**src/rtl/sfsr_defs.svh**
```systemverilog
// constants for the serial flash status register block
// assumes: included by bare name from the rtl files, no other defines of these names
// What this block does
// - after the read-status opcode, one status bit leaves on every clock
// - msb first; byte one bit 0 runs straight into byte two bit 7
// - after byte two bit 0 the two-byte sequence restarts while selected
// - every repetition carries freshly sampled status, never a stale copy
// - read-status is answered at any time, also while busy
// - chip select released anywhere ends the read and floats the output
// - byte one bits 6 and 3 are reserved and read zero
// - only lock bit 7 and protect bit 2 are writable by write-status
// - lock set and protect pin asserted freezes the array-protect bit
// - lock bit resets to zero; then array-protect stays modifiable
// - with protect pin asserted, lock may only rise; pin released frees it
// - fail flag set on any bad byte, updated after every program/erase
// - an aborted program or erase never sets the fail flag
// - bit 4 reads zero while protect pin asserted, one otherwise
// - array-protect one protects the whole array, zero protects nothing
// - write latch zero rejects write-status here; program, erase, otp program are gated outside this block
// - write latch clears after power-up and any reset operation
// - latch clears on write-disable and on end or abort of writing commands
// - incomplete or unknown opcode abort leaves a set latch untouched
// - bit 0 shows busy, present in both status bytes
// - byte two bit 4 is soft-reset allow, bit 0 is busy, other byte two bits read zero
// - write-status opcode plus one byte applies at deselect, clears latch
`ifndef SFSR_DEFS_SVH
`define SFSR_DEFS_SVH
`define SFSR_OP_READ_STATUS 8'h05
`define SFSR_OP_WRITE_STATUS 8'h01
`define SFSR_B1_LOCK 7
`define SFSR_B1_FAIL 5
`define SFSR_B1_PIN 4
`define SFSR_B1_PROTECT 2
`define SFSR_B1_LATCH 1
`define SFSR_B_BUSY 0
`define SFSR_B2_RESET_ALLOW 4
`define SFSR_RST_LOCK 1'b0
`define SFSR_RST_PROTECT 1'b0
`define SFSR_RST_LATCH 1'b0
`define SFSR_RST_FAIL 1'b0
`define SFSR_RST_BYTE1 8'h10
`define SFSR_SYNC_STAGES 2
`endif

```
**src/rtl/sfsr_pkg.sv**
```systemverilog
// types shared by the status register block
// assumes: compiled before the interface and the modules
package sfsr_pkg;
  typedef logic [7:0] sfsr_byte_t;
  typedef logic [3:0] sfsr_bitpos_t;
  typedef enum logic [2:0] {
    SF_IDLE,
    SF_READ,
    SF_WSTAT,
    SF_WDATA,
    SF_SKIP
  } sfsr_cmd_e;
endpackage : sfsr_pkg

```
**src/rtl/sfsr_link_if.sv**
```systemverilog
// carrier between the serial front end and the status core
// assumes: all signals on i_core_clk, pulses last one cycle
interface sfsr_link_if;
  logic cs_act;
  logic cs_end;
  logic sck_rise;
  logic sck_fall;
  logic byte_done;
  logic [7:0] rx_byte;
  logic [2:0] bit_cnt;
  logic first_byte;
  logic wp_n;
  modport rx (output cs_act, cs_end, sck_rise, sck_fall, byte_done, rx_byte, bit_cnt,
              first_byte, wp_n);
  modport core (input cs_act, cs_end, sck_rise, sck_fall, byte_done, rx_byte, bit_cnt,
                first_byte, wp_n);
endinterface : sfsr_link_if

```
**src/rtl/sfsr_spi_rx.sv**
```systemverilog
// serial front end: pin synchronisers, clock edge finder, byte receiver
// assumes: pins asynchronous to i_core_clk, serial clock well below core clock
`include "sfsr_defs.svh"
module sfsr_spi_rx (
  input wire logic i_core_clk, // core clock
  input wire logic i_rst,      // sync reset, high
  input wire logic i_ce,       // clock enable
  input wire logic i_cs_n,     // chip select pin, low active
  input wire logic i_sck,      // serial clock pin
  input wire logic i_si,       // serial data in pin
  input wire logic i_wp_n,     // write protect pin, low active
  sfsr_link_if.rx lk           // to the status core
);
  // ----------------------------------------
  // two-stage synchronisers
  // ----------------------------------------
  logic [`SFSR_SYNC_STAGES-1:0] cs_n_sync_reg;
  logic [`SFSR_SYNC_STAGES-1:0] sck_sync_reg;
  logic [`SFSR_SYNC_STAGES-1:0] si_sync_reg;
  logic [`SFSR_SYNC_STAGES-1:0] wp_n_sync_reg;
  logic cs_n_dly_reg;
  logic sck_dly_reg;
  logic [6:0] shift_reg;
  logic [2:0] bit_cnt_reg;
  logic first_byte_reg;
  logic cs_start;

  always_ff @(posedge i_core_clk) begin
    if (i_rst) begin
      cs_n_sync_reg <= '1;
      sck_sync_reg <= '0;
      si_sync_reg <= '0;
      wp_n_sync_reg <= '1;
      cs_n_dly_reg <= 1'b1;
      sck_dly_reg <= 1'b0;
    end else if (i_ce) begin
      cs_n_sync_reg <= {cs_n_sync_reg[0], i_cs_n};
      sck_sync_reg <= {sck_sync_reg[0], i_sck};
      si_sync_reg <= {si_sync_reg[0], i_si};
      wp_n_sync_reg <= {wp_n_sync_reg[0], i_wp_n};
      cs_n_dly_reg <= cs_n_sync_reg[1];
      sck_dly_reg <= sck_sync_reg[1];
    end
  end

  assign cs_start = !cs_n_sync_reg[1] && cs_n_dly_reg;
  assign lk.cs_act = !cs_n_sync_reg[1];
  assign lk.cs_end = cs_n_sync_reg[1] && !cs_n_dly_reg;
  assign lk.sck_rise = sck_sync_reg[1] && !sck_dly_reg && !cs_n_sync_reg[1];
  assign lk.sck_fall = !sck_sync_reg[1] && sck_dly_reg && !cs_n_sync_reg[1];
  assign lk.wp_n = wp_n_sync_reg[1];

  // ----------------------------------------
  // byte receiver, sampled on rising edges
  // ----------------------------------------
  always_ff @(posedge i_core_clk) begin
    if (i_rst) begin
      shift_reg <= '0;
      bit_cnt_reg <= '0;
      first_byte_reg <= 1'b1;
    end else if (i_ce) begin
      if (cs_start) begin
        bit_cnt_reg <= '0;
        first_byte_reg <= 1'b1;
      end else if (lk.sck_rise) begin
        shift_reg <= {shift_reg[5:0], si_sync_reg[1]};
        bit_cnt_reg <= bit_cnt_reg + 3'h1;
        if (bit_cnt_reg == 3'h7) begin
          first_byte_reg <= 1'b0;
        end
      end
    end
  end

  assign lk.bit_cnt = bit_cnt_reg;
  assign lk.first_byte = first_byte_reg;
  assign lk.byte_done = lk.sck_rise && (bit_cnt_reg == 3'h7);
  assign lk.rx_byte = {shift_reg, si_sync_reg[1]};
endmodule : sfsr_spi_rx

```
**src/rtl/sfsr_top.sv**
```systemverilog
// status register core of a serial flash: read-status stream, write-status, flags
// assumes: program/erase engine, write-enable decode and soft reset live outside
`include "sfsr_defs.svh"
module sfsr_top (
  input wire logic i_core_clk,                 // core clock, 125 MHz
  input wire logic i_rst,                      // sync reset, high
  input wire logic i_ce,                       // clock enable, low freezes state
  input wire logic i_cs_n,                     // chip select pin, low active
  input wire logic i_sck,                      // serial clock pin
  input wire logic i_si,                       // serial data in pin
  input wire logic i_wp_n,                     // write protect pin, low active
  input wire logic i_busy,                     // program/erase engine running
  input wire logic i_op_done,                  // program/erase finished, pulse
  input wire logic i_op_fail,                  // with i_op_done: a byte failed
  input wire logic i_op_abort,                 // writing command aborted, pulse
  input wire logic i_wel_set,                  // write enable command done, pulse
  input wire logic i_wel_clr,                  // write disable done, pulse
  input wire logic i_hold_abort,               // hold condition aborted, pulse
  input wire logic i_dev_reset,                // reset operation, pulse
  input wire logic i_soft_reset_allow,         // soft reset enable bit
  output logic o_so,                           // serial data out
  output logic o_so_oe,                        // serial out drive enable
  output logic o_write_latch_bit,              // writing commands accepted
  output logic o_array_protected,              // whole array protected
  output logic o_protect_lock_bit,             // lock state
  output logic o_program_fail_flag,            // last program/erase failed
  output sfsr_pkg::sfsr_byte_t o_status_byte1  // live status byte one
);
  import sfsr_pkg::*;

  sfsr_link_if lk ();

  sfsr_spi_rx u_rx (
    .i_core_clk(i_core_clk),
    .i_rst(i_rst),
    .i_ce(i_ce),
    .i_cs_n(i_cs_n),
    .i_sck(i_sck),
    .i_si(i_si),
    .i_wp_n(i_wp_n),
    .lk(lk)
  );

  sfsr_cmd_e cmd_reg;
  sfsr_byte_t data_reg;
  sfsr_byte_t byte1;
  sfsr_byte_t byte2;
  sfsr_byte_t byte1_reg;
  sfsr_bitpos_t out_cnt_reg;
  logic lock_reg;
  logic protect_reg;
  logic latch_reg;
  logic fail_reg;
  logic so_reg;
  logic drive_reg;
  logic wp_on;
  logic wstat_end;
  logic wr_whole;
  logic lock_clear_blocked;
  logic wr_apply;
  logic latch_clear;

  // picks one bit of the two-byte stream, msb of byte one first
  function automatic logic status_bit(input sfsr_bitpos_t pos, input sfsr_byte_t b1,
                                      input sfsr_byte_t b2);
    logic [2:0] idx;
    idx = 3'h7 - pos[2:0];
    return pos[3] ? b2[idx] : b1[idx];
  endfunction : status_bit

  // ----------------------------------------
  // live status bytes
  // ----------------------------------------
  assign wp_on = !lk.wp_n;

  // reserved zero, pin level, busy in both
  always_comb begin
    byte1 = 8'h00;
    byte1[`SFSR_B1_LOCK] = lock_reg;
    byte1[`SFSR_B1_FAIL] = fail_reg;
    byte1[`SFSR_B1_PIN] = lk.wp_n;
    byte1[`SFSR_B1_PROTECT] = protect_reg;
    byte1[`SFSR_B1_LATCH] = latch_reg;
    byte1[`SFSR_B_BUSY] = i_busy;
  end

  always_comb begin
    byte2 = 8'h00;
    byte2[`SFSR_B2_RESET_ALLOW] = i_soft_reset_allow;
    byte2[`SFSR_B_BUSY] = i_busy;
  end

  // data output taken from a flop; pin bit idles high like its synchroniser
  always_ff @(posedge i_core_clk) begin
    if (i_rst) begin
      byte1_reg <= `SFSR_RST_BYTE1;
    end else if (i_ce) begin
      byte1_reg <= byte1;
    end
  end

  // ----------------------------------------
  // command decode
  // ----------------------------------------
  // read accepted regardless of busy; write-status needs latch
  always_ff @(posedge i_core_clk) begin
    if (i_rst) begin
      cmd_reg <= SF_IDLE;
      data_reg <= 8'h00;
    end else if (i_ce) begin
      if (!lk.cs_act) begin
        cmd_reg <= SF_IDLE;
      end else if (lk.byte_done) begin
        unique case (cmd_reg)
          SF_IDLE: begin
            if (lk.rx_byte == `SFSR_OP_READ_STATUS) begin
              cmd_reg <= SF_READ;
            end else if (lk.rx_byte == `SFSR_OP_WRITE_STATUS && latch_reg) begin
              cmd_reg <= SF_WSTAT;
            end else begin
              cmd_reg <= SF_SKIP;
            end
          end
          SF_WSTAT: begin
            data_reg <= lk.rx_byte;
            cmd_reg <= SF_WDATA;
          end
          SF_READ, SF_WDATA, SF_SKIP: begin
            cmd_reg <= cmd_reg;
          end
        endcase
      end
    end
  end

  // ----------------------------------------
  // write-status commit at deselect
  // ----------------------------------------
  // applied only on a whole byte boundary
  assign wstat_end = lk.cs_end && (cmd_reg == SF_WSTAT || cmd_reg == SF_WDATA);
  assign wr_whole = lk.cs_end && cmd_reg == SF_WDATA && lk.bit_cnt == 3'h0;
  // clearing the lock needs the pin released
  assign lock_clear_blocked = wp_on && lock_reg && !data_reg[`SFSR_B1_LOCK];
  assign wr_apply = wr_whole && !lock_clear_blocked;

  // lock bit written; resets to zero
  always_ff @(posedge i_core_clk) begin
    if (i_rst) begin
      lock_reg <= `SFSR_RST_LOCK;
    end else if (i_ce && wr_apply) begin
      lock_reg <= data_reg[`SFSR_B1_LOCK];
    end
  end

  // protect frozen while locked with pin asserted; whole array
  always_ff @(posedge i_core_clk) begin
    if (i_rst) begin
      protect_reg <= `SFSR_RST_PROTECT;
    end else if (i_ce && wr_apply && !(lock_reg && wp_on)) begin
      protect_reg <= data_reg[`SFSR_B1_PROTECT];
    end
  end

  // ----------------------------------------
  // write enable latch
  // ----------------------------------------
  // clear events; skipped opcodes do not clear
  assign latch_clear = i_wel_clr || i_op_done || i_op_abort || i_hold_abort || wstat_end;

  // reset and reset operation clear; set wins over a clear
  always_ff @(posedge i_core_clk) begin
    if (i_rst) begin
      latch_reg <= `SFSR_RST_LATCH;
    end else if (i_ce) begin
      if (i_wel_set) begin
        latch_reg <= 1'b1;
      end else if (latch_clear || i_dev_reset) begin
        latch_reg <= 1'b0;
      end
    end
  end

  // ----------------------------------------
  // program/erase fail flag
  // ----------------------------------------
  // updated per finished operation; aborts leave it
  always_ff @(posedge i_core_clk) begin
    if (i_rst) begin
      fail_reg <= `SFSR_RST_FAIL;
    end else if (i_ce && i_op_done) begin
      fail_reg <= i_op_fail;
    end
  end

  // ----------------------------------------
  // status stream out
  // ----------------------------------------
  // one bit per falling edge; wraps over 16 bits
  // each bit taken from the live bytes
  always_ff @(posedge i_core_clk) begin
    if (i_rst) begin
      out_cnt_reg <= 4'h0;
      so_reg <= 1'b0;
      drive_reg <= 1'b0;
    end else if (i_ce) begin
      if (!lk.cs_act) begin
        out_cnt_reg <= 4'h0;
        drive_reg <= 1'b0;
      end else if (cmd_reg == SF_READ && lk.sck_fall) begin
        so_reg <= status_bit(out_cnt_reg, byte1, byte2);
        out_cnt_reg <= out_cnt_reg + 4'h1;
        drive_reg <= 1'b1;
      end
    end
  end

  // float as soon as select drops
  assign o_so_oe = drive_reg && lk.cs_act;
  assign o_so = so_reg;
  assign o_write_latch_bit = latch_reg;
  assign o_array_protected = protect_reg;
  assign o_protect_lock_bit = lock_reg;
  assign o_program_fail_flag = fail_reg;
  assign o_status_byte1 = byte1_reg;

  // ----------------------------------------
  // assertions
  // ----------------------------------------
  property p_float_off;
    @(posedge i_core_clk) disable iff (i_rst) !lk.cs_act |-> !o_so_oe;
  endproperty
  a_float_off: assert property (p_float_off) else $error("output driven while deselected");

  property p_reserved;
    @(posedge i_core_clk) disable iff (i_rst)
      o_status_byte1[6] == 1'b0 && o_status_byte1[3] == 1'b0 && byte2[7:5] == 3'h0;
  endproperty
  a_reserved: assert property (p_reserved) else $error("reserved status bit set");

  property p_pin_level;
    @(posedge i_core_clk) disable iff (i_rst)
      $past(i_ce) |-> o_status_byte1[`SFSR_B1_PIN] == $past(lk.wp_n);
  endproperty
  a_pin_level: assert property (p_pin_level) else $error("pin level bit wrong");

  property p_latch_reset;
    @(posedge i_core_clk) i_rst |=> !latch_reg && !lock_reg;
  endproperty
  a_latch_reset: assert property (p_latch_reset) else $error("latch or lock not reset");

  property p_fail_update;
    @(posedge i_core_clk) disable iff (i_rst) i_ce && i_op_done |=> fail_reg == $past(i_op_fail);
  endproperty
  a_fail_update: assert property (p_fail_update) else $error("fail flag not updated");

  property p_fail_abort;
    @(posedge i_core_clk) disable iff (i_rst) i_op_abort && !i_op_done |=> $stable(fail_reg);
  endproperty
  a_fail_abort: assert property (p_fail_abort) else $error("abort changed fail flag");

  property p_lock_freeze;
    @(posedge i_core_clk) disable iff (i_rst) lock_reg && wp_on |=> $stable(protect_reg);
  endproperty
  a_lock_freeze: assert property (p_lock_freeze) else $error("locked protect changed");

  property p_lock_fall;
    @(posedge i_core_clk) disable iff (i_rst) ##1 $fell(lock_reg) |-> $past(lk.wp_n);
  endproperty
  a_lock_fall: assert property (p_lock_fall) else $error("lock cleared with pin on");

  property p_wstat_latch;
    @(posedge i_core_clk) disable iff (i_rst) i_ce && wstat_end && !i_wel_set |=> !latch_reg;
  endproperty
  a_wstat_latch: assert property (p_wstat_latch) else $error("latch kept after write");

  property p_skip_keep;
    @(posedge i_core_clk) disable iff (i_rst)
      lk.cs_end && cmd_reg == SF_SKIP && latch_reg && !i_wel_clr && !i_op_done && !i_op_abort
      && !i_hold_abort && !i_dev_reset |=> latch_reg;
  endproperty
  a_skip_keep: assert property (p_skip_keep) else $error("latch lost on bad opcode");

  property p_byte2_top;
    @(posedge i_core_clk) disable iff (i_rst)
      i_ce && cmd_reg == SF_READ && lk.cs_act && lk.sck_fall && out_cnt_reg == 4'h8 |=> !o_so;
  endproperty
  a_byte2_top: assert property (p_byte2_top) else $error("byte two bit 7 not zero");

  property p_wrap;
    @(posedge i_core_clk) disable iff (i_rst)
      i_ce && cmd_reg == SF_READ && lk.cs_act && lk.sck_fall && out_cnt_reg == 4'hf
      |=> out_cnt_reg == 4'h0 && o_so == $past(i_busy);
  endproperty
  a_wrap: assert property (p_wrap) else $error("stream did not wrap");

  property p_busy_both;
    @(posedge i_core_clk) disable iff (i_rst)
      i_ce && cmd_reg == SF_READ && lk.cs_act && lk.sck_fall && out_cnt_reg[2:0] == 3'h7
      |=> o_so == $past(i_busy);
  endproperty
  a_busy_both: assert property (p_busy_both) else $error("busy bit missing from a byte");

  property p_step;
    @(posedge i_core_clk) disable iff (i_rst)
      i_ce && cmd_reg == SF_READ && lk.cs_act && lk.sck_fall
      |=> drive_reg && out_cnt_reg == $past(out_cnt_reg) + 4'h1;
  endproperty
  a_step: assert property (p_step) else $error("status stream skipped a bit");

  property p_wstat_gate;
    @(posedge i_core_clk) disable iff (i_rst)
      i_ce && lk.byte_done && cmd_reg == SF_IDLE && !latch_reg |=> cmd_reg != SF_WSTAT;
  endproperty
  a_wstat_gate: assert property (p_wstat_gate) else $error("write-status without latch");

  property p_first_byte;
    @(posedge i_core_clk) disable iff (i_rst)
      lk.byte_done && cmd_reg == SF_IDLE |-> lk.first_byte;
  endproperty
  a_first_byte: assert property (p_first_byte) else $error("opcode decoded late");

  c_full_read: cover property (@(posedge i_core_clk) cmd_reg == SF_READ && out_cnt_reg == 4'hf);
  c_write_apply: cover property (@(posedge i_core_clk) i_ce && wr_apply);
  c_write_blocked: cover property (@(posedge i_core_clk) i_ce && wr_whole && lock_clear_blocked);
  c_busy_drop: cover property (@(posedge i_core_clk) cmd_reg == SF_READ && $fell(i_busy));
  c_lock_frozen: cover property (@(posedge i_core_clk) i_ce && wr_apply && lock_reg && wp_on);
endmodule : sfsr_top

```
**config.mk**
```make
export PLATFORM = sky130hd
export DESIGN_NAME = sfsr_top
export DESIGN_NICKNAME = d
export VERILOG_FILES = /design/src/rtl/sfsr_pkg.sv /design/src/rtl/sfsr_link_if.sv /design/src/rtl/sfsr_spi_rx.sv /design/src/rtl/sfsr_top.sv
export VERILOG_INCLUDE_DIRS = /design/src /design/src/rtl
export SDC_FILE = /design/constraint.sdc
export NUM_CORES = 1
export LEC_CHECK = 0
export BUFFER_PORTS_ARGS = -buffer_cell sky130_fd_sc_hd__buf_2
export CAP_MARGIN = 20
export CORE_UTILIZATION = 25
export DETAILED_ROUTE_END_ITERATION = 8
export SLEW_MARGIN = 20
export SYNTH_ARGS = -nofsm -noshare
export SYNTH_HDL_FRONTEND = slang
export SYNTH_SLANG_ARGS = --single-unit
```
**constraint.sdc**
```tcl
create_clock -name i_core_clk -period 2 [get_ports i_core_clk]
set_input_delay 0.4 -clock i_core_clk [delete_from_list [all_inputs] [get_ports i_core_clk]]
set_output_delay 0.4 -clock i_core_clk [all_outputs]
set_load 0.01 [all_outputs]
```
== Word-level counts from Yosys, hierarchy flattened ==
Cells that the tools add are included.
W data, S select, Z words.

* Register bits: 47
* Input bits: 16
* Word-level logic and storage cells: 97

* Add/subtract/negate cells: 3
* Magnitude comparators: 1
* Equal/unequal tests: 8
* Mux-type cells: 18
* Bitwise logic cells: 2
* Reductions and logical operators: 47

{| class="wikitable"
|+ Operators by type and width
! kind !! number
|-
| $logic_and A1 B1 Y1 || 19
|-
| $mux W3 || 6
|-
| $reduce_and A3 Y1 || 3
|-
| $eq A8 B1 Y1 const B || 1
|-
| $eq A8 B3 Y1 const B || 1
|-
| $logic_not A1 Y1 || 8
|-
| $mux W4 || 2
|-
| $reduce_bool A2 Y1 || 4
|-
| $mux W1 || 7
|-
| $bmux W1 S3 || 2
|-
| $eq A3 B2 Y1 const B || 2
|-
| $eq A3 B3 Y1 const B || 2
|-
| $logic_not A3 Y1 || 2
|-
| $logic_or A1 B1 Y1 || 6
|-
| $pmux W3 S2 || 1
|-
| $reduce_and A2 Y1 || 3
|-
| $add A4 B1 Y4 const B || 1
|-
| $lt A3 B4 Y1 const B || 1
|-
| $reduce_and A4 Y1 || 1
|-
| $add A3 B1 Y3 const B || 1
|-
| $eq A3 B1 Y1 const B || 1
|-
| $reduce_or A3 Y1 || 1
|-
| $sub A3 B3 Y3 const A || 1
|-
| $ne A2 B1 Y1 const B || 1
|-
| $not A1 Y1 || 2
|}

== Depth between registers and ports, before layout ==
Gate-level depths: netlist of the first run.

* Word-level depth: 7
* Gate-level depth with buffers: 6
* Gate-level depth less buffers: 6

== Modules after synthesis ==
Synthesis of the first run repeated with hierarchy kept, for this count alone.

* Cells, all modules: 214
* Area, all modules: 1960.6 sq um

{| class="wikitable"
|+ Modules (own cells, without submodules)
! module !! times used !! cells each !! area an instance (sq um) !! sequential area each (sq um)
|-
| sfsr_top || 1 || 126 || 1073.5 || 420.4
|-
| sfsr_spi_rx || 1 || 88 || 887.1 || 420.4
|}

== Least setup slack after synthesis of the first run ==
Ideal clock, no wire load.

* Path kind: input to register
* From: in i_ce
* To: reg so_reg (netlist: o_so)
* Setup time: 96 ps
* Data arrival time: 1443 ps
* Data required time: 1904 ps
* Path slack: 462 ps
* Stages on the path: 5
* Cells stage by stage: clkbuf_1 nand2b_1 or3_1 buf_6 o41ai_2

* Word-level cells in the longest chain between the ends: 1

{| class="wikitable"
|+ Ends and longest elaborated chain
! item !! RTL line !! RTL
|-
| start, declared || sfsr_top.sv:7 || <nowiki>input wire logic i_ce,</nowiki>
|-
| $reduce_and A3 Y1 (no source line) || -- ||
|-
| end signal, assigned || sfsr_top.sv:210 || <nowiki>so_reg <= status_bit(out_cnt_reg, byte1, byte2);</nowiki>
|-
| end, declared || sfsr_top.sv:54 || <nowiki>logic so_reg;</nowiki>
|}

No other way between the ends.
A chain may end at the register's enable or synchronous reset.

== Worst setup path in the final report of the first run ==
* From: reg u_rx.bit_cnt_reg[1] (netlist: u_rx.lk.bit_cnt[1])
* To: reg cmd_reg[2]

* Word-level cells in the longest chain between the ends: 4

{| class="wikitable"
|+ Ends and longest elaborated chain
! item !! RTL line !! RTL
|-
| start, declared || sfsr_spi_rx.sv:24 || <nowiki>logic [2:0] bit_cnt_reg;</nowiki>
|-
| start signal, assigned || sfsr_spi_rx.sv:67 || <nowiki>bit_cnt_reg <= bit_cnt_reg + 3'h1;</nowiki>
|-
| $eq A3 B3 Y1 || -- ||
|-
| $logic_and A1 B1 Y1 || sfsr_spi_rx.sv:77 || <nowiki>assign lk.byte_done = lk.sck_rise && (bit_cnt_reg == 3'h7);</nowiki>
|-
| $reduce_bool A2 Y1 (no source line) || -- ||
|-
| $reduce_and A3 Y1 (no source line) || -- ||
|-
| end signal, assigned || sfsr_top.sv:129 || <nowiki>cmd_reg <= cmd_reg;</nowiki>
|-
| end, declared || sfsr_top.sv:44 || <nowiki>sfsr_cmd_e cmd_reg;</nowiki>
|}

No other way between the ends.

==> flow_summary.toml, run 1 <==
[status]
outcome = "complete, no violations"

[timing]
fin_crit_ns = 1.62
report.final.hold_viol_count = 0
fin_setup_tns_ns = 0
setup_viol = 0
fin_worst_hold_slack_ns = 0.326
fin_ws_ns = 0.377
grt_setup_unrepaired = "false"
fin_worst_skew_ns = 0.00986
drv_slew = 0
layout_worst_path_cycle_share_pct = 81.1
clock.fmax_ghz = 0.616

[die]
initial_utilization_pct = 26.4
boundaryPins = 30
placement_rows = 30
floorplan.die_area_um2 = 7650
standard_cell_core_area_um2 = 6910
die_height_um = 87.5
die_width_um = 87.5

[clock_network]
clock_sink_count = 41
cts_hold_buffers = 0
clk-insertion-delay-late_ns = 0.30
max-clock-path-buffers = 2
cts_max_level = 2
cts_made_buffers = 5
cts.root.buffer_cell = "sky130_fd_sc_hd__clkbuf_8"
cts.reportedPaths.clkPinSlew_ns = 0.08
cts_resized = 0
tritoncts = "built"
cts_setup_buffers = 0

[layout]
largest_register_ff_count = 7
diodes = 0
finish.net_count = 243
final-instance-count-excl-fill = 320
syn2layout_area_growth_pct = 18.7
layout_cell_share_with_drive_strength_beyond_1_pct = 19.2

[global_route]
grt_max_degree = 23
tot_gr_track_use_pct = 10.5
grt_overflow = 0
grt_first_pass_wirelength_um = 6140
antenna_found_initial = 0
vias_in_the_first_global_route = 1290

[synth]
netlist.top_cell.by_area = "sky130_fd_sc_hd__dfxtp_1"
yosys-top-cells-count = "41 x sky130_fd_sc_hd__dfxtp_1, 29 x sky130_fd_sc_hd__mux2i_1, 28 x sky130_fd_sc_hd__nor2_1"
yosys-top-cells-area = "sky130_fd_sc_hd__dfxtp_1 45%, sky130_fd_sc_hd__mux2i_1 16%, sky130_fd_sc_hd__nor2_1 5.8%"
ys_async_sr_fraction_pct = 0
synth.cell_area_um2 = 1830
yosys_warnings = 0
synth-adder-area-share_pct = 2.74
yosysSeqAreaShare_pct = 45.0
largest_family_of_logic_cells_by_synthesized_area = "simple AND/OR/NAND/NOR gates"
synth_area_per_cell_um2 = 9.31
synth_most_common_cell = "sky130_fd_sc_hd__dfxtp_1"
syn_inst = 196
area_share_of_the_largest_cell_type_after_synthesis_pct = 45.0
synth_mux_area_share_pct = 16.5
post_synth_xor_area_fraction_pct = 0
synth_simple_gate_area_share_pct = 21.7
post_synth_top_flop = "sky130_fd_sc_hd__dfxtp_1"
post_synth_num_cell_types = 40
synth_compound_area_share_pct = 9.60
post_synth_edffs = 0
synth-seq-cells = 41

[critical_path]
max_stage_delay_ns = 0.36
critical_path.startpoint_type = "flop"
cp_class = "flop to flop"
timing.critical_path.arrival_ns = 1.86
worst_path_most_repeated_cell = "sky130_fd_sc_hd__ha_1"
critPathCaptureType = "flop"
critical_path.max_fanout = 5
worst_path_cell_chain = "ha_1 > ha_1 > and4bb_2 > nand4_1 > nor4b_1 > a41o_1"
cpMaxStageDelayCell = "sky130_fd_sc_hd__dfxtp_1"
timing.critical_path.required_ns = 2.24

[routing]
dr.first_iter.drc_count = 59
avgRoutedWirePerCell_um = 11.5
routed-via-count = 1426
drt_total_wl_um = 3670
route.antenna.remaining_nets = 0
post-route-drc-count = 0
dr.pass1.iters = 4
route.detailed.vias_per_inst = 4.46

[place]
dp.final_hpwl_um = 2700
io_buffer_count = 27
dp.cells = 312
gp_congestion = 0.820
dp_worst_setup_slack_ns = 0.393

[power]
power_leakage_nw = 0.893
report.power.total_mw = 1.62
worst_ir_drop_vdd_mv = 0.324
power_per_cell_area_nw_per_um2 = 746

[flow_run]
maxCapViolations = 0

[worst_hold_path]
worstHoldPathType = "input port to flop"
==> report_power, final <==
part           leakage [nW]  switching [mW]  internal (mW)
sequential            0.332          0.0120          0.829
clock                0.0585           0.283          0.407
combinational         0.502          0.0488         0.0367
==> per-layer routing <==
layer / part of all wire, % / wire length (µm) / track usage (%)
met5: 0 / 0 / 0
met4: 1.8 / 65 / 4.92
met3: 4.2 / 155 / 2.94
met2: 41 / 1520 / 15.1
met1: 53 / 1930 / 14.4
==> kinds of logic after synthesis <==
family | count (synthesis)
flops | 41
simple gates | 78
mux | 30
buf+inv | 16
compound gates | 26
fa+ha+maj | 4
other cells | 1
==> final timing paths <==
kind / startpoint / slack, ns / cells past startpoint / end
max: u_rx.lk.bit_cnt[1]$_SDFFE_PP0P_ / 0.38 / 6 / cmd_reg[2]$_SDFFE_PP0P_
min: i_wp_n / 0.33 / 3 / u_rx.wp_n_sync_reg[0]$_SDFFE_PP1P_
max reg2reg: u_rx.lk.bit_cnt[1]$_SDFFE_PP0P_ / 0.38 / 6 / cmd_reg[2]$_SDFFE_PP0P_
min reg2reg: drive_reg$_SDFFE_PP0P_ / 0.45 / 2 / drive_reg$_SDFFE_PP0P_
==> cells in the final DEF, fill, tap and decap left out, drive strengths merged, types with 2 or more instances in the layout <==
cell	Yosys	routed
conb	1	2
ha	4	4
clkbuf	5	7
buf	7	31
nor3	3	3
nand2b	4	4
and4b	2	2
mux2i	29	29
a21oi	9	9
nor2	28	28
a311oi	2	2
a211oi	2	2
o21ai	5	5
nand3	6	6
a22oi	2	2
dfxtp	41	41
or3b	2	2
inv	4	4
nand2	17	17
nor3b	5	5
nor2b	2	2
nand4	2	2
==> per-stage QoR <==
stage	utilization, %	area [µm²]
global route	31.4	2170
detailed placement	29.7	2050
CTS	31.4	2170
global placement	29.7	2050
finish	31.4	2170
floorplan	-	1830
==> worst max-delay path, delay by kind of cell (launching register included) <==
| kind | cells | cell delay (ns) |
|---|---|---|
| adders and majority gates | 2 | 0.28 |
| and+or+nand+nor | 3 | 0.78 |
| AOI/OAI and AO/OA | 1 | 0.13 |
| DFF | 1 | 0.36 |
==> area by class of cell <==
type / instances / area (µm²)
tap: 96 / 120
multi-input combinational: 140 / 930
clock buffer: 7 / 86.3
inverter: 4 / 15.0
sequential: 41 / 821
timing repair buffer: 31 / 165
fill: 751 / 4740
clock inverter: 1 / 30.0
(Power assumes the default switching activity.)
==> run 2, diff against run 1 <==
==> constraint.sdc (replaced) <==
create_clock -name i_core_clk -period 1.5 [get_ports i_core_clk]
set_input_delay 0.3 -clock i_core_clk [delete_from_list [all_inputs] [get_ports i_core_clk]]
set_output_delay 0.3 -clock i_core_clk [all_outputs]
set_load 0.01 [all_outputs]
==> run 2 against run 1 <==
  * The flow now finishes with violations (negative setup slack)
  * Highest routed layer unchanged
  * Clock-buffer cell count is the same
  * Non-clock buffer count grew 17
  * Wire length grew 13%
  * Critical endpoint is now cmd_reg[0]$_SDFFE_PP0P_
  * Largest cell class unchanged
  * Core utilization grew 2.6 points
  * Register-to-register slack lost 0.44 ns
  * Flip-flop and latch count is the same
  * Fmax grew 4.1%
  * Largest power group unchanged
  * Via count grew 5.1%
==> flow_summary.toml, run 2 (same netlist as run 1, synthesis figures left out) <==
[status]
outcome = "finished, violations left"
failed_checks = "negative setup slack"

[die]
standard_cell_core_area_um2 = 6910
die_height_um = 87.5
boundaryPins = 30
placement_rows = 30
initial_utilization_pct = 26.4
floorplan.die_area_um2 = 7650
die_width_um = 87.5

[layout]
finish.net_count = 260
final-instance-count-excl-fill = 337
diodes = 0
layout.cells.most_common = "sky130_fd_sc_hd__dfxtp_1"
syn2layout_area_growth_pct = 28.6
layout_cell_share_with_drive_strength_beyond_1_pct = 29.9
largest_register_ff_count = 7
mostFrequentLayoutCells = "37 x sky130_fd_sc_hd__dfxtp_1, 29 x sky130_fd_sc_hd__mux2i_1, 28 x sky130_fd_sc_hd__nor2_1, 28 x sky130_fd_sc_hd__buf_2, 19 x sky130_fd_sc_hd__buf_4"

[critical_path]
critical_path.startpoint_type = "flop"
timing.critical_path.required_ns = 1.73
critPathCaptureType = "flop"
cp_class = "flop to flop"
timing.critical_path.arrival_ns = 1.79
critical_path.max_fanout = 5

[clock_network]
cts.reportedPaths.clkPinSlew_ns = 0.07
cts.root.buffer_cell = "sky130_fd_sc_hd__clkbuf_8"
max-clock-path-buffers = 2
cts_max_level = 2
clock_sink_count = 41
cts_hold_buffers = 0
tritoncts = "built"
clk-insertion-delay-late_ns = 0.29
cts_made_buffers = 5

[global_route]
tot_gr_track_use_pct = 11.6
met1_usage_pct = 16.4
grt_overflow = 0
grt_max_degree = 18
grt_first_pass_wirelength_um = 6780
top_usage_layer = "met2"
grtUsageMet2_pct = 16.8
gr-usage-met3_pct = 3.32
antenna_found_initial = 0
vias_in_the_first_global_route = 1428

[place]
dp.final_hpwl_um = 2910
io_buffer_count = 27
dp.cells = 327
gp_congestion = 0.767

[routing]
dr.pass1.iters = 4
drt_total_wl_um = 4140
post-route-drc-count = 0
route.antenna.remaining_nets = 0
dr.first_iter.drc_count = 53
avgRoutedWirePerCell_um = 12.3
routed-via-count = 1499
route.detailed.vias_per_inst = 4.45

[flow_run]
maxCapViolations = 0

[timing]
report.final.hold_viol_count = 0
fin_setup_tns_ns = -0.0634
grt_setup_unrepaired = "true"
fin_ws_ns = -0.0583
layout_worst_path_cycle_share_pct = 104
clock.fmax_ghz = 0.642
drv_slew = 0
setup_viol = 2
fin_worst_skew_ns = 0.00924
fin_crit_ns = 1.56

[power]
power_leakage_nw = 0.994
worst_ir_drop_vdd_mv = 0.532
power_per_cell_area_nw_per_um2 = 868

[worst_hold_path]
worstHoldPathType = "input port to flop"
run 2: final cells by class:
type | count | area [µm²]
Timing Repair Buffer | 48 | 294
Inverter | 4 | 15.0
Sequential cell | 41 | 826
Clock inverter | 1 | 5.00
Clock buffer | 7 | 96.3
Multi-Input combinational cell | 140 | 992
Fill cell | 736 | 4560
Tap cell | 96 | 120
run 2: what timing repair did:
action                                  CTS  global route
gates cloned                              0             1
pin swaps                                 3             5
endpoints found under the setup margin    4             7
resized for setup                         8            10
setup buffers                             1             0
run 2: final timing paths:
kind / start / endpoint / slack, ns / cells after the start
hold reg to reg: drive_reg$_SDFFE_PP0P_ / drive_reg$_SDFFE_PP0P_ / 0.45 / 2
setup reg to reg: u_rx.lk.bit_cnt[1]$_SDFFE_PP0P_ / cmd_reg[0]$_SDFFE_PP0P_ / -0.06 / 7
hold / removal: i_cs_n / u_rx.cs_n_sync_reg[0]$_SDFFE_PP1P_ / 0.23 / 3
setup / recovery: u_rx.lk.bit_cnt[1]$_SDFFE_PP0P_ / cmd_reg[0]$_SDFFE_PP0P_ / -0.06 / 7
run 2: through the flow:
stage	hold slack (ns)	worst slack, ns	util, %	power (mW)	instance area, µm²
floorplan	0.428	-0.0189	-	1.22	1830
global placement	0.444	-0.0280	31.3	1.27	2160
detailed placement	0.445	-0.140	31.3	1.27	2160
CTS	0.220	-0.0582	33.3	2.06	2300
global route	0.244	-0.116	34.0	2.13	2350
finish	0.226	-0.0583	34.0	2.04	2350
run 2: layer usage:
layer | wire (µm) | vias to the layer above
li1 | - | 773
met1 | 2190 | 688
met2 | 1740 | 31
met3 | 167 | 7
met4 | 44 | 0
met5 | 0 | -
run 2: report_power, final:
group	internal, mW	switching (mW)
Combinational	0.0550	0.0707
Clock	0.416	0.375
Sequential	1.11	0.0151
Total	1.58	0.461
run 2: worst max-delay path: stages (launching register included):
cell and delay (ns):
sky130_fd_sc_hd__dfxtp_2 0.37, sky130_fd_sc_hd__ha_4 0.15, sky130_fd_sc_hd__ha_4 0.11, sky130_fd_sc_hd__and4bb_2 0.24
sky130_fd_sc_hd__nand4_1 0.11, sky130_fd_sc_hd__buf_6 0.15, sky130_fd_sc_hd__mux2_4 0.29, sky130_fd_sc_hd__nor2_1 0.09
